<file path="src/shared/csa_defines.svh">
// Purpose: Constants of the ten-cell carry-select arithmetic slice
// Assumes: APB register window, 32-bit data, byte addresses
// Notes: Overview list below; offsets are byte addresses
`ifndef CSA_DEFINES_SVH
`define CSA_DEFINES_SVH

`define CSA_N_CELLS 10
`define CSA_SEG_CELLS 5
`define CSA_ADDR_W 12

`define CSA_OFF_OPERAND_A 12'h000
`define CSA_OFF_OPERAND_B 12'h004
`define CSA_OFF_THIRD_DATA 12'h008
`define CSA_OFF_CTRL 12'h00C
`define CSA_OFF_CHAIN_START 12'h010
`define CSA_OFF_COUNT_EN 12'h014
`define CSA_OFF_COUNT_UP 12'h018
`define CSA_OFF_CLEAR_SEL 12'h01C
`define CSA_OFF_STATUS 12'h020

`define CSA_CTRL_RESET 9'h008
`define CSA_STATUS_COMB_LSB 10
`define CSA_STATUS_CARRY_BIT 20

`endif

</file>
<file path="src/shared/csa_pkg.sv">
// Purpose: Types of the carry-select arithmetic slice
// Assumes: Constants come from csa_defines.svh
// Notes: Control word travels as one packed struct
package csa_pkg;

    // Cluster-wide control word, bit 0 is sub
    typedef struct packed {
        logic accumulate;      // Bit 8: operand a from register
        logic bypass;          // Bit 7: outputs show plain sum
        logic async_preload;   // Bit 6: load third data
        logic async_clear_two; // Bit 5: second clear
        logic async_clear_one; // Bit 4: first clear
        logic clock_enable;    // Bit 3: cluster clock enable
        logic sync_load;       // Bit 2: synchronous load
        logic sync_clear;      // Bit 1: synchronous clear
        logic sub;             // Bit 0: 1 subtract, 0 add
    } csa_ctrl_t;

endpackage

</file>
<file path="src/verilog/csa_slice.sv">
// Purpose: Ten-cell carry-select adder/counter slice with APB registers
// Assumes: Neighbouring logic on pclk drives the cluster carry-in
// Notes: All outputs are flops; combinational results lag one edge
`timescale 1ns/1ps
`include "csa_defines.svh"

module csa_slice import csa_pkg::*; #(
    parameter int N_CELLS = `CSA_N_CELLS,          // Cells per cluster
    parameter int SEG_CELLS = `CSA_SEG_CELLS,      // Cells per carry segment
    parameter bit CHIP_CLEAR_ENABLE = 1'b1         // Build option for chip clear
) (
    input wire logic pclk,                         // Clock, 200 MHz
    input wire logic presetn,                      // Async reset, active low
    input wire logic psel,                         // APB select
    input wire logic penable,                      // APB access phase
    input wire logic pwrite,                       // APB direction
    input wire logic [`CSA_ADDR_W-1:0] paddr,      // APB byte address
    input wire logic [31:0] pwdata,                // APB write data
    output logic [31:0] prdata,                    // APB read data
    output logic pready,                           // APB ready
    output logic pslverr,                          // APB error, unmapped
    input wire logic chip_wide_clear_n,            // Chip clear pin, low
    input wire logic cluster_carry_in,             // Carry from lower cluster
    output logic cluster_carry_out,                // Carry to upper cluster
    output logic [N_CELLS-1:0] cell_reg_out,       // Registered cell outputs
    output logic [N_CELLS-1:0] cell_comb_out       // Unregistered sums, sampled
);

    localparam int IW = $clog2(N_CELLS);           // Chain start index width

    ////////////////////////////////////////////////////////////////////////
    // Elaboration checks
    ////////////////////////////////////////////////////////////////////////

    // Two selection points and a status word of 32 bits
    // Status holds 2*N_CELLS+1 bits
    generate
        if (N_CELLS != 2 * SEG_CELLS || N_CELLS > 10 || SEG_CELLS < 1) begin : g_bad
            $error("csa_slice: N_CELLS must be 2*SEG_CELLS and at most 10");
        end
    endgenerate

    ////////////////////////////////////////////////////////////////////////
    // Declarations
    ////////////////////////////////////////////////////////////////////////

    // Register file
    logic [N_CELLS-1:0] operand_a_in;              // Software operand a
    logic [N_CELLS-1:0] operand_b_in;              // Software operand b
    logic [N_CELLS-1:0] third_data_in;             // Load data per cell
    csa_ctrl_t ctrl;                               // Cluster-wide controls
    logic [IW-1:0] chain_start;                    // First cell of chain

    // Per-cell controls
    logic [N_CELLS-1:0] count_enable;              // Per-cell counter enable
    logic [N_CELLS-1:0] count_up;                  // Per-cell direction
    logic [N_CELLS-1:0] clear_select;              // 1 uses second clear

    // Cell state
    logic [N_CELLS-1:0] cell_reg;                  // Cell registers
    logic [N_CELLS-1:0] next_cell_reg;             // Next cell values

    // Datapath
    logic [N_CELLS-1:0] eff_a;                     // Operand a after mux
    logic [N_CELLS-1:0] eff_b;                     // Operand b after invert

    // Candidate sums
    logic [N_CELLS-1:0] sum_assume_zero;           // Sum with carry zero
    logic [N_CELLS-1:0] sum_assume_one;            // Sum with carry one
    logic [N_CELLS-1:0] sum;                       // Selected sum

    // Carry chains
    logic [N_CELLS-1:0] carry_assume_zero_in;      // Chain zero, into cell
    logic [N_CELLS-1:0] carry_assume_one_in;       // Chain one, into cell
    logic [N_CELLS-1:0] carry_assume_zero_out;     // Chain zero, out of cell
    logic [N_CELLS-1:0] carry_assume_one_out;      // Chain one, out of cell

    // Segment selects
    logic seg_sel_low;                             // Resolved carry, low half
    logic seg_sel_high;                            // Resolved after fifth cell
    logic carry_resolved;                          // Resolved after tenth cell

    // Counter steps
    logic [N_CELLS-1:0] up_word;                   // Register plus one
    logic [N_CELLS-1:0] down_word;                 // Register minus one

    // Chip clear
    logic clr_sync1;                               // Chip clear, first stage
    logic clr_sync2;                               // Chip clear, second stage
    logic chip_clear_act;                          // Chip clear in force

    // Bus decode
    logic setup_phase;                             // APB setup cycle
    logic wr_en;                                   // APB write completes
    logic addr_hit;                                // Address is mapped
    logic [31:0] read_word;                        // Read mux result

    localparam logic [N_CELLS-1:0] ONE_WORD = N_CELLS'(1); // Count step

    ////////////////////////////////////////////////////////////////////////
    // APB decode
    ////////////////////////////////////////////////////////////////////////

    // Ready comes one cycle after setup, so access lasts one cycle
    assign setup_phase = psel && !penable;
    assign wr_en = psel && penable && pready && pwrite;

    // Map check for the error answer
    always_comb begin
        case (paddr)
            `CSA_OFF_OPERAND_A,
            `CSA_OFF_OPERAND_B,
            `CSA_OFF_THIRD_DATA,
            `CSA_OFF_CTRL,
            `CSA_OFF_CHAIN_START,
            `CSA_OFF_COUNT_EN,
            `CSA_OFF_COUNT_UP,
            `CSA_OFF_CLEAR_SEL,
            `CSA_OFF_STATUS: addr_hit = 1'b1;
            default: addr_hit = 1'b0;
        endcase
    end

    // Read mux; status shows live cell state
    always_comb begin
        case (paddr)
            `CSA_OFF_OPERAND_A: read_word = 32'(operand_a_in);
            `CSA_OFF_OPERAND_B: read_word = 32'(operand_b_in);
            `CSA_OFF_THIRD_DATA: read_word = 32'(third_data_in);
            `CSA_OFF_CTRL: read_word = 32'(ctrl);
            `CSA_OFF_CHAIN_START: read_word = 32'(chain_start);
            `CSA_OFF_COUNT_EN: read_word = 32'(count_enable);
            `CSA_OFF_COUNT_UP: read_word = 32'(count_up);
            `CSA_OFF_CLEAR_SEL: read_word = 32'(clear_select);
            `CSA_OFF_STATUS: begin
                read_word = 32'(cell_reg);
                read_word[`CSA_STATUS_COMB_LSB +: N_CELLS] = cell_comb_out;
                read_word[`CSA_STATUS_CARRY_BIT] = cluster_carry_out;
            end
            default: read_word = 32'h0000_0000;
        endcase
    end

    // Ready and error answer
    always_ff @(posedge pclk or negedge presetn) begin
        if (!presetn) begin
            pready <= 1'b0;
            pslverr <= 1'b0;
        end else begin
            pready <= setup_phase;
            pslverr <= setup_phase && !addr_hit;
        end
    end

    // Read data captured in setup, stable through access
    always_ff @(posedge pclk or negedge presetn) begin
        if (!presetn) begin
            prdata <= 32'h0000_0000;
        end else if (setup_phase && !pwrite) begin
            prdata <= read_word;
        end
    end

    ////////////////////////////////////////////////////////////////////////
    // Software registers
    ////////////////////////////////////////////////////////////////////////

    // Operand and load data registers
    always_ff @(posedge pclk or negedge presetn) begin
        if (!presetn) begin
            operand_a_in <= '0;
            operand_b_in <= '0;
            third_data_in <= '0;
        end else if (wr_en) begin
            if (paddr == `CSA_OFF_OPERAND_A) operand_a_in <= pwdata[N_CELLS-1:0];
            if (paddr == `CSA_OFF_OPERAND_B) operand_b_in <= pwdata[N_CELLS-1:0];
            if (paddr == `CSA_OFF_THIRD_DATA) third_data_in <= pwdata[N_CELLS-1:0];
        end
    end

    // Cluster-wide controls, one copy for all cells
    always_ff @(posedge pclk or negedge presetn) begin
        if (!presetn) begin
            ctrl <= csa_ctrl_t'(`CSA_CTRL_RESET);
        end else if (wr_en && paddr == `CSA_OFF_CTRL) begin
            ctrl <= csa_ctrl_t'(pwdata[8:0]);
        end
    end

    // Chain start; a position past the last cell is refused
    // A refused write keeps the old start
    always_ff @(posedge pclk or negedge presetn) begin
        if (!presetn) begin
            chain_start <= '0;
        end else if (wr_en && paddr == `CSA_OFF_CHAIN_START) begin
            if (pwdata < 32'(N_CELLS)) begin
                chain_start <= pwdata[IW-1:0];
            end
        end
    end

    // Per-cell counter and clear selection
    always_ff @(posedge pclk or negedge presetn) begin
        if (!presetn) begin
            count_enable <= '0;
            count_up <= '0;
            clear_select <= '0;
        end else if (wr_en) begin
            if (paddr == `CSA_OFF_COUNT_EN) count_enable <= pwdata[N_CELLS-1:0];
            if (paddr == `CSA_OFF_COUNT_UP) count_up <= pwdata[N_CELLS-1:0];
            if (paddr == `CSA_OFF_CLEAR_SEL) clear_select <= pwdata[N_CELLS-1:0];
        end
    end

    ////////////////////////////////////////////////////////////////////////
    // Chip-wide clear pin
    ////////////////////////////////////////////////////////////////////////

    // Two-stage synchroniser; pin is asynchronous to pclk
    // Resets high: no false clear at release
    always_ff @(posedge pclk or negedge presetn) begin
        if (!presetn) begin
            clr_sync1 <= 1'b1;
            clr_sync2 <= 1'b1;
        end else begin
            clr_sync1 <= chip_wide_clear_n;
            clr_sync2 <= clr_sync1;
        end
    end

    // Ignored entirely unless the build option is set
    assign chip_clear_act = CHIP_CLEAR_ENABLE && !clr_sync2;

    ////////////////////////////////////////////////////////////////////////
    // Carry-select datapath
    ////////////////////////////////////////////////////////////////////////

    // Accumulator feeds register back as operand a
    assign eff_a = ctrl.accumulate ? cell_reg : operand_a_in;

    // Two's complement: invert every b bit
    assign eff_b = ctrl.sub ? ~operand_b_in : operand_b_in;

    // Low half picks with the cluster carry, high half with regenerated carry
    assign seg_sel_low = cluster_carry_in;
    assign seg_sel_high = seg_sel_low ? carry_assume_one_out[SEG_CELLS-1] :
                                        carry_assume_zero_out[SEG_CELLS-1];
    assign carry_resolved = seg_sel_high ? carry_assume_one_out[N_CELLS-1] :
                                           carry_assume_zero_out[N_CELLS-1];

    generate
        for (genvar i = 0; i < N_CELLS; i++) begin : g_cell
            localparam logic [IW-1:0] POS = IW'(i); // Cell position
            logic at_start;                         // Chain begins here
            logic prev_zero;                        // Chain zero from below
            logic prev_one;                         // Chain one from below
            logic sel;                              // Resolved chain select
            logic clr_hit;                          // Chosen async clear

            assign at_start = (chain_start == POS);

            // Segments restart with assumed carries; cells pass both forward
            if (i == 0 || i == SEG_CELLS) begin : g_head
                assign prev_zero = 1'b0;
                assign prev_one = 1'b1;
            end else begin : g_link
                assign prev_zero = carry_assume_zero_out[i-1];
                assign prev_one = carry_assume_one_out[i-1];
            end

            // At the chain's first cell the subtract select is the carry;
            // at cell 0 the add case still takes the lower cluster's carry
            always_comb begin
                if (at_start && chain_start == '0) begin
                    carry_assume_zero_in[i] = ctrl.sub;
                    carry_assume_one_in[i] = 1'b1;
                end else if (at_start) begin
                    carry_assume_zero_in[i] = ctrl.sub;
                    carry_assume_one_in[i] = ctrl.sub;
                end else begin
                    carry_assume_zero_in[i] = prev_zero;
                    carry_assume_one_in[i] = prev_one;
                end
            end

            // Both sums in parallel
            assign sum_assume_zero[i] = eff_a[i] ^ eff_b[i] ^ carry_assume_zero_in[i];
            assign sum_assume_one[i] = eff_a[i] ^ eff_b[i] ^ carry_assume_one_in[i];

            // Each chain's carry selects between generate and propagate
            assign carry_assume_zero_out[i] = carry_assume_zero_in[i] ?
                (eff_a[i] | eff_b[i]) : (eff_a[i] & eff_b[i]);
            assign carry_assume_one_out[i] = carry_assume_one_in[i] ?
                (eff_a[i] | eff_b[i]) : (eff_a[i] & eff_b[i]);

            // Resolved chain picks the sum
            assign sel = (i < SEG_CELLS) ? seg_sel_low : seg_sel_high;
            assign sum[i] = sel ? sum_assume_one[i] : sum_assume_zero[i];

            // Each cell follows one of the two shared clears
            assign clr_hit = clear_select[i] ? ctrl.async_clear_two : ctrl.async_clear_one;

            // Priority: chip clear, async clear, async load, enable, sync
            // Async controls wait for the edge
            always_comb begin
                if (chip_clear_act) begin
                    next_cell_reg[i] = 1'b0;
                end else if (clr_hit) begin
                    next_cell_reg[i] = 1'b0;
                end else if (ctrl.async_preload) begin
                    next_cell_reg[i] = third_data_in[i];
                end else if (!ctrl.clock_enable) begin
                    next_cell_reg[i] = cell_reg[i];
                end else if (ctrl.sync_clear) begin
                    next_cell_reg[i] = 1'b0;
                end else if (ctrl.sync_load) begin
                    next_cell_reg[i] = third_data_in[i];
                end else if (count_enable[i]) begin
                    next_cell_reg[i] = count_up[i] ? up_word[i] : down_word[i];
                end else begin
                    next_cell_reg[i] = sum[i];
                end
            end
        end
    endgenerate

    // Counter words, one step either way
    assign up_word = cell_reg + ONE_WORD;
    assign down_word = cell_reg - ONE_WORD;

    ////////////////////////////////////////////////////////////////////////
    // Cell registers and outputs
    ////////////////////////////////////////////////////////////////////////

    // Cell registers; every cluster control except bypass acts here together
    always_ff @(posedge pclk or negedge presetn) begin
        if (!presetn) begin
            cell_reg <= '0;
        end else begin
            cell_reg <= next_cell_reg;
        end
    end

    // Registered output shadows the register, or the sum when bypassed and no chip clear is in force
    always_ff @(posedge pclk or negedge presetn) begin
        if (!presetn) begin
            cell_reg_out <= '0;
        end else if (ctrl.bypass && !chip_clear_act) begin
            cell_reg_out <= sum;
        end else begin
            cell_reg_out <= next_cell_reg;
        end
    end

    // Unregistered result, sampled so the port is a flop
    always_ff @(posedge pclk or negedge presetn) begin
        if (!presetn) begin
            cell_comb_out <= '0;
        end else begin
            cell_comb_out <= sum;
        end
    end

    // Final carry into a flop for general routing and the next cluster
    // Next cluster sees it one edge late
    always_ff @(posedge pclk or negedge presetn) begin
        if (!presetn) begin
            cluster_carry_out <= 1'b0;
        end else begin
            cluster_carry_out <= carry_resolved;
        end
    end

endmodule // csa_slice

</file>
<file path="config.mk">
export PLATFORM = sky130hd
export DESIGN_NAME = csa_slice
export DESIGN_NICKNAME = d
export VERILOG_FILES = /design/src/shared/csa_pkg.sv /design/src/verilog/csa_slice.sv
export VERILOG_INCLUDE_DIRS = /design/src /design/src/shared
export SDC_FILE = /design/constraint.sdc
export NUM_CORES = 1
export LEC_CHECK = 0
export ABC_AREA = 1
export BUFFER_PORTS_ARGS = -buffer_cell sky130_fd_sc_hd__buf_4
export CAP_MARGIN = 30
export CORE_MARGIN = 3
export CORE_UTILIZATION = 25
export CTS_CLUSTER_DIAMETER = 60
export DETAILED_ROUTE_END_ITERATION = 16
export MAX_ROUTING_LAYER = met4
export PLACE_DENSITY = 0.37
export SLEW_MARGIN = 20
export SYNTH_ARGS = -nofsm -noshare
export SYNTH_HDL_FRONTEND = slang
export SYNTH_SLANG_ARGS = --single-unit
</file>
<file path="constraint.sdc">
create_clock -name pclk -period 4 [get_ports pclk]
set_clock_uncertainty 0.15 [all_clocks]
set_input_delay 1.2 -clock pclk [delete_from_list [all_inputs] [get_ports pclk]]
set_output_delay 1.2 -clock pclk [all_outputs]
set_load 0.005 [all_outputs]
</file>
* Word-level counts from Yosys, hierarchy flattened
Index checks and enable logic that the tools add are counted.
Storage, ports and cells: word-level logic and storage cells 290, memory bits (read-only) 0, register bits 140, input port bits 51, bits in latches 0, RAM bits 0, memories kept 0, output and inout port bits 55
Operators by class: shifts and indexed selects 0, $lt $le $gt $ge 1, mux-type cells 163, divide/modulo/power cells 0, add/sub/neg operators 2, equality and inequality tests 17, bitwise operators 51, multiply operators 0, reduce and logical (&&, ||, !) cells 31
Operator list (count):
- 21-bit case mux with 9 select lines | 1
- 1-bit 2-to-1 mux | 159
- 12-bit by 5-bit equality test with 1-bit output, second input constant | 4
- 32-bit by 4-bit less-than comparator with 1-bit output, second input constant | 1
- 10-bit 2-to-1 mux | 3
- 1-bit bitwise XOR | 29
- 12-bit by 4-bit equality test with 1-bit output, second input constant | 2
- 1-bit logical AND | 18
- 4-bit by 3-bit equality test with 1-bit output, second input constant | 4
- 2-bit AND reduction | 7
- 12-bit by 3-bit equality test with 1-bit output, second input constant | 1
- 12-bit by 6-bit equality test with 1-bit output, second input constant | 1
- 12-bit logical NOT | 1
- 10-bit by 1-bit adder with 10-bit output, second input constant | 1
- 1-bit AND | 10
- 10-bit inverter | 1
- 1-bit bitwise OR | 10
- 10-bit by 1-bit subtractor with 10-bit output, second input constant | 1
- 9-bit OR reduction | 1
- 4-bit by 2-bit equality test with 1-bit output, second input constant | 2
- 4-bit equality test, second input constant | 2
- 4-bit by 1-bit equality test with 1-bit output, second input constant | 1
- 4-bit logical NOT | 1
- 1-bit logical NOT | 3
- 1-bit inverter | 1

* Depth between registers and ports, before layout
depth after elaboration 26, depth in mapped cells 27, depth with buffers taken out 27

* Worst setup path before layout
No wires, ideal clock.
path type input to register, from input port paddr[9], to register pslverr, library setup time 0.119 ns, buffers on the path 1, stages 10, data arrival time 2.746 ns, path slack 0.985 ns, required time 3.731 ns, cell sequence nor4_2 -> inv_1 -> nor2_1 -> inv_1 -> nor2_1 -> clkbuf_1 -> inv_1 -> nand4_1 -> nor3_1 -> and2_1
On the way: cells in the longest elaborated chain, start to end 5, elaborated cells between the ends (all ways) 13, those cells by class eq/ne (8); mux (1); reduce/logical (4)
RTL lines:
- start, declared | RTL line csa_slice.sv:17 | input wire logic [`CSA_ADDR_W-1:0] paddr,
- 12-bit by 3-bit equality test with 1-bit output, or another cell as far along | RTL line csa_slice.sv:110 | case (paddr)
- 9-bit OR reduction * | RTL line csa_slice.sv:110
- 1-bit 2-to-1 mux * | RTL line csa_slice.sv:110
- 1-bit logical NOT * | RTL line csa_slice.sv:151 | pslverr <= setup_phase && !addr_hit;
- 1-bit logical AND * | RTL line csa_slice.sv:151
- end signal, assigned | RTL line csa_slice.sv:151
- end, declared | RTL line csa_slice.sv:21 | output logic pslverr,
Mark *: on every way between the ends. The rest lies on a longest branch, timed or not. A chain may end at the register's enable or synchronous reset.

* Worst setup path after layout
from register ctrl[8] (netlist name), to register cell_reg_out[9]
On the way: cells in the longest elaborated chain, start to end 25, elaborated cells between the ends (all ways) 81, those cells by class mux (60); bitwise (21)
RTL lines:
- start, declared | RTL line csa_slice.sv:51 | csa_ctrl_t ctrl;
- start signal, assigned | RTL line csa_slice.sv:184 | ctrl <= csa_ctrl_t'(`CSA_CTRL_RESET);
- start signal, assigned | RTL line csa_slice.sv:186 | ctrl <= csa_ctrl_t'(pwdata[8:0]);
- 10-bit 2-to-1 mux * | RTL line csa_slice.sv:239 | assign eff_a = ctrl.accumulate ? cell_reg : operand_a_in;
- 1-bit AND / 1-bit bitwise OR (equally long branches) | RTL line csa_slice.sv:292, csa_slice.sv:294
- 1-bit 2-to-1 mux | RTL line csa_slice.sv:291 | assign carry_assume_zero_out[i] = carry_assume_zero_in[i] ?
- 1-bit 2-to-1 mux | RTL line csa_slice.sv:277 | end else if (at_start) begin
- 1-bit 2-to-1 mux | RTL line csa_slice.sv:274 | if (at_start && chain_start == '0) begin
- 1-bit 2-to-1 mux | RTL line csa_slice.sv:291
- 1-bit 2-to-1 mux | RTL line csa_slice.sv:277
- 1-bit 2-to-1 mux | RTL line csa_slice.sv:274
- [9 not listed]
- 1-bit 2-to-1 mux | RTL line csa_slice.sv:318 | end else if (count_enable[i]) begin
- 1-bit 2-to-1 mux | RTL line csa_slice.sv:316 | end else if (ctrl.sync_load) begin
- 1-bit 2-to-1 mux | RTL line csa_slice.sv:314 | end else if (ctrl.sync_clear) begin
- 1-bit 2-to-1 mux | RTL line csa_slice.sv:312 | end else if (!ctrl.clock_enable) begin
- 1-bit 2-to-1 mux | RTL line csa_slice.sv:310 | end else if (ctrl.async_preload) begin
- 1-bit 2-to-1 mux | RTL line csa_slice.sv:308 | end else if (clr_hit) begin
- 1-bit 2-to-1 mux | RTL line csa_slice.sv:306 | if (chip_clear_act) begin
- 10-bit 2-to-1 mux * | RTL line csa_slice.sv:348 | end else if (ctrl.bypass && !chip_clear_act) begin
- end signal, assigned | RTL line csa_slice.sv:349 | cell_reg_out <= sum;
- end signal, assigned | RTL line csa_slice.sv:351 | cell_reg_out <= next_cell_reg;
- end, declared | RTL line csa_slice.sv:25 | output logic [N_CELLS-1:0] cell_reg_out,
Marks and branches as above.

==> impl_metrics.toml <==
[pwr]
p_switching_mw = 0.751
pwr-share-seq_pct = 44.1
powerDensity_nw_per_um2 = 317
switching_share_pct = 25.2
clkPwrFrac_pct = 51.1
p_int_mw = 2.23
power.total_mw = 2.98
p_comb_share_pct = 4.8
irDropWorstVdd_uv = 294
p_leak_nw = 4.59

[routing]
wl_um = 27400
drc = 0
drt-initial-drc-count = 328
dr.pass1.iters = 5
routedWlPerCell_um = 18.4
vias = 6923
routed_via_density = 4.65
detail-route-antenna-nets = 0

[critical_path]
path_class = "flip-flop to flip-flop"
reg2reg_slack_ns = 0.67
critPathRequiredTime_ns = 4.21
reg2reg_depth = 25
r2r_start = "ctrl[8]"
setup.worst_path.end = "cell_reg_out[9]"
start_kind = "flip-flop"
cp-end-kind = "flip-flop"
arrival_ns = 3.53
r2r_end = "cell_reg_out[9]"
critPathLaunch = "ctrl[8]"
crit_fanout = 16

[die]
num_rows = 63
core_area_um2 = 30000
die_h_um = 181
start_util_pct = 25.7
die_w_um = 181
die_area_um2 = 32900
ios = 106

[final_layout]
num_antenna_cells = 0
area_growth_syn_to_layout_pct = 22.1
fin_area_um2 = 9390
regMostFlops = "prdata"
final_core_utilization_pct = 31.4
instances_no_fill = 1490
largest_reg_flops = 21
final_common_cell = "nand2_1"
final_cell_mix = "nand2_1, inv_1, o21ai_0, dfrtp_1, buf_4"
n_fill_cell = 3280
drive_above_1_share_pct = 17.3
nets = 1160

[global_routing]
grt_pass1_wl_um = 41900
grtUsageMet1_pct = 22.5
grt-busiest-layer = "met2"
use_met3_pct = 2.50
grtUsageMet2_pct = 28.3
grt_antenna_before_repair = 0
track_usage_pct = 17.2
grt_pass1_vias = 6792
grt-ovfl-total = 0
grt_max_degree = 60

[clocking]
path_clk_slew_ns = 0.07
cts_hold_buffers = 0
clock_latency_ns = 0.43
cts_buffers = 17
htreeDepth = 4
cts_root_buffer = "clkbuf_16"
cts_setup_buffers = 0
cts_tree = "done"
numClockSinks = 129
cts_buffer_depth = 2
cts_resized = 0

[timing]
slew_headroom_pct = 35.3
hold-worst-slack_ns = 0.208
finalSetupTns_ns = 0
tightestPinTransition_ns = 0.946
fin_crit_sh_pct = 83.1
fin_ws_ns = 0.675
timing.fmax_mhz = 301
min_period_ns = 3.33
setup_viol = 0
rsz0062_at_grt = "no"
final_hold_viol_count = 0
drv_slew = 0

[synthesis]
syn_avg_cell_area_um2 = 7.73
yosysTopAreaCellShare_pct = 41.0
syn-instance-count = 995
synthFlopType = "dfrtp_1"
ys_ff_latch = 129
synth_top_area_cell = "dfrtp_1"
ys_types = 45
synth.area.top_cells = "dfrtp_1, nand2_1, o21ai_0"
synthArstFlopShare_pct = 100
seq_area_frac_synth_pct = 42.0
synth_area_um2 = 7690
yosys_warnings = 0
synth_edf_count = 0

[worst_hold_path]
worstHoldPathType = "flip-flop to flip-flop"

[placed_design]
dp.final_hpwl_um = 21800
gp_congestion = 0.859
pre_cts_ws_ns = 0.352
place_area_um2 = 8830
io_buffers = 94
dp.cells = 1458

[run_status]
outcome = "finished, final reports clean"

[flow_run]
maxCapViolations = 0
## critical path, cell delays in order, from the launching register on
cell     delay, ns
dfrtp_1       0.45
buf_4         0.22
o21ai_0       0.28
inv_1         0.08
ha_1          0.22
nand3_1       0.09
nand3_1       0.10
nand2_1       0.13
nand2_1       0.06
nand3_1       0.09
nand2_1       0.09
nand2_1       0.07
nand3_1       0.10
nand2_1       0.13
nand2_1       0.06
nand3_1       0.07
nand2_1       0.07
inv_1         0.05
nand3_1       0.09
nand3_2       0.12
nand3_1       0.11
nand2_1       0.09
nand2_1       0.06
nand2_1       0.06
nand3_1       0.10
nand2_1       0.10
## worst min path at each step
stage / startpoint / end / slack, ns / cells after the start
finish: clr_sync1 / clr_sync2 / 0.21 / 0
global route: clr_sync1 / clr_sync2 / 0.22 / 0
CTS: clr_sync1 / clr_sync2 / 0.21 / 0
detailed placement: clr_sync1 / clr_sync2 / 0.20 / 0
global placement: clr_sync1 / clr_sync2 / 0.20 / 0
floorplan: clr_sync1 / clr_sync2 / 0.20 / 0
## cells in the mapped netlist, types with 12 or more instances
library cell  instances
o22ai_1              22
inv_1               163
nand3_1              80
nor2_1               37
nand4_1              13
nand2_1             183
ha_1                 22
a21oi_1              25
nor3_1               17
xnor2_1              13
clkbuf_1             30
o21ai_0             130
nand3_2              12
dfrtp_1             126
## kinds of logic (layout without fill, tap and decap cells)
logic type,Yosys count,in the layout,share of synthesized area (%)
mux,8,8,1.17
fa+ha+maj,22,22,3.58
simple gates,382,382,23.7
flops,129,129,42.0
xor+xnor,24,24,2.73
buf+inv,217,312,11.3
compound gates,212,212,15.5
other cells,1,11,0.0488
## power groups by stage
stage	clock network, mW	registers [mW]	logic (mW)
after global routing	1.61	1.31	0.165
after floorplan	0	1.34	0.0525
final	1.52	1.31	0.144
after CTS	1.56	1.31	0.150
after detailed placement	0	1.34	0.150
after global placement	0	1.34	0.150
## layer usage
metal | vias to the layer above | share of wire (%)
met5 | - | 0
met4 | 0 | 1.9
met3 | 28 | 3.7
met2 | 176 | 49
met1 | 3279 | 46
li1 | 3440 | -
## area by class of cell
type	count	area (um^2)	area share, %
multi-input cells	659	3630	38.7
flip-flops and latches	129	3230	34.4
repair buffers	109	835	8.89
inverters	171	642	6.83
well taps	390	488	5.20
clock buffers	18	429	4.57
clock inverters	14	133	1.41
Power figures use the tool's default switching activity.
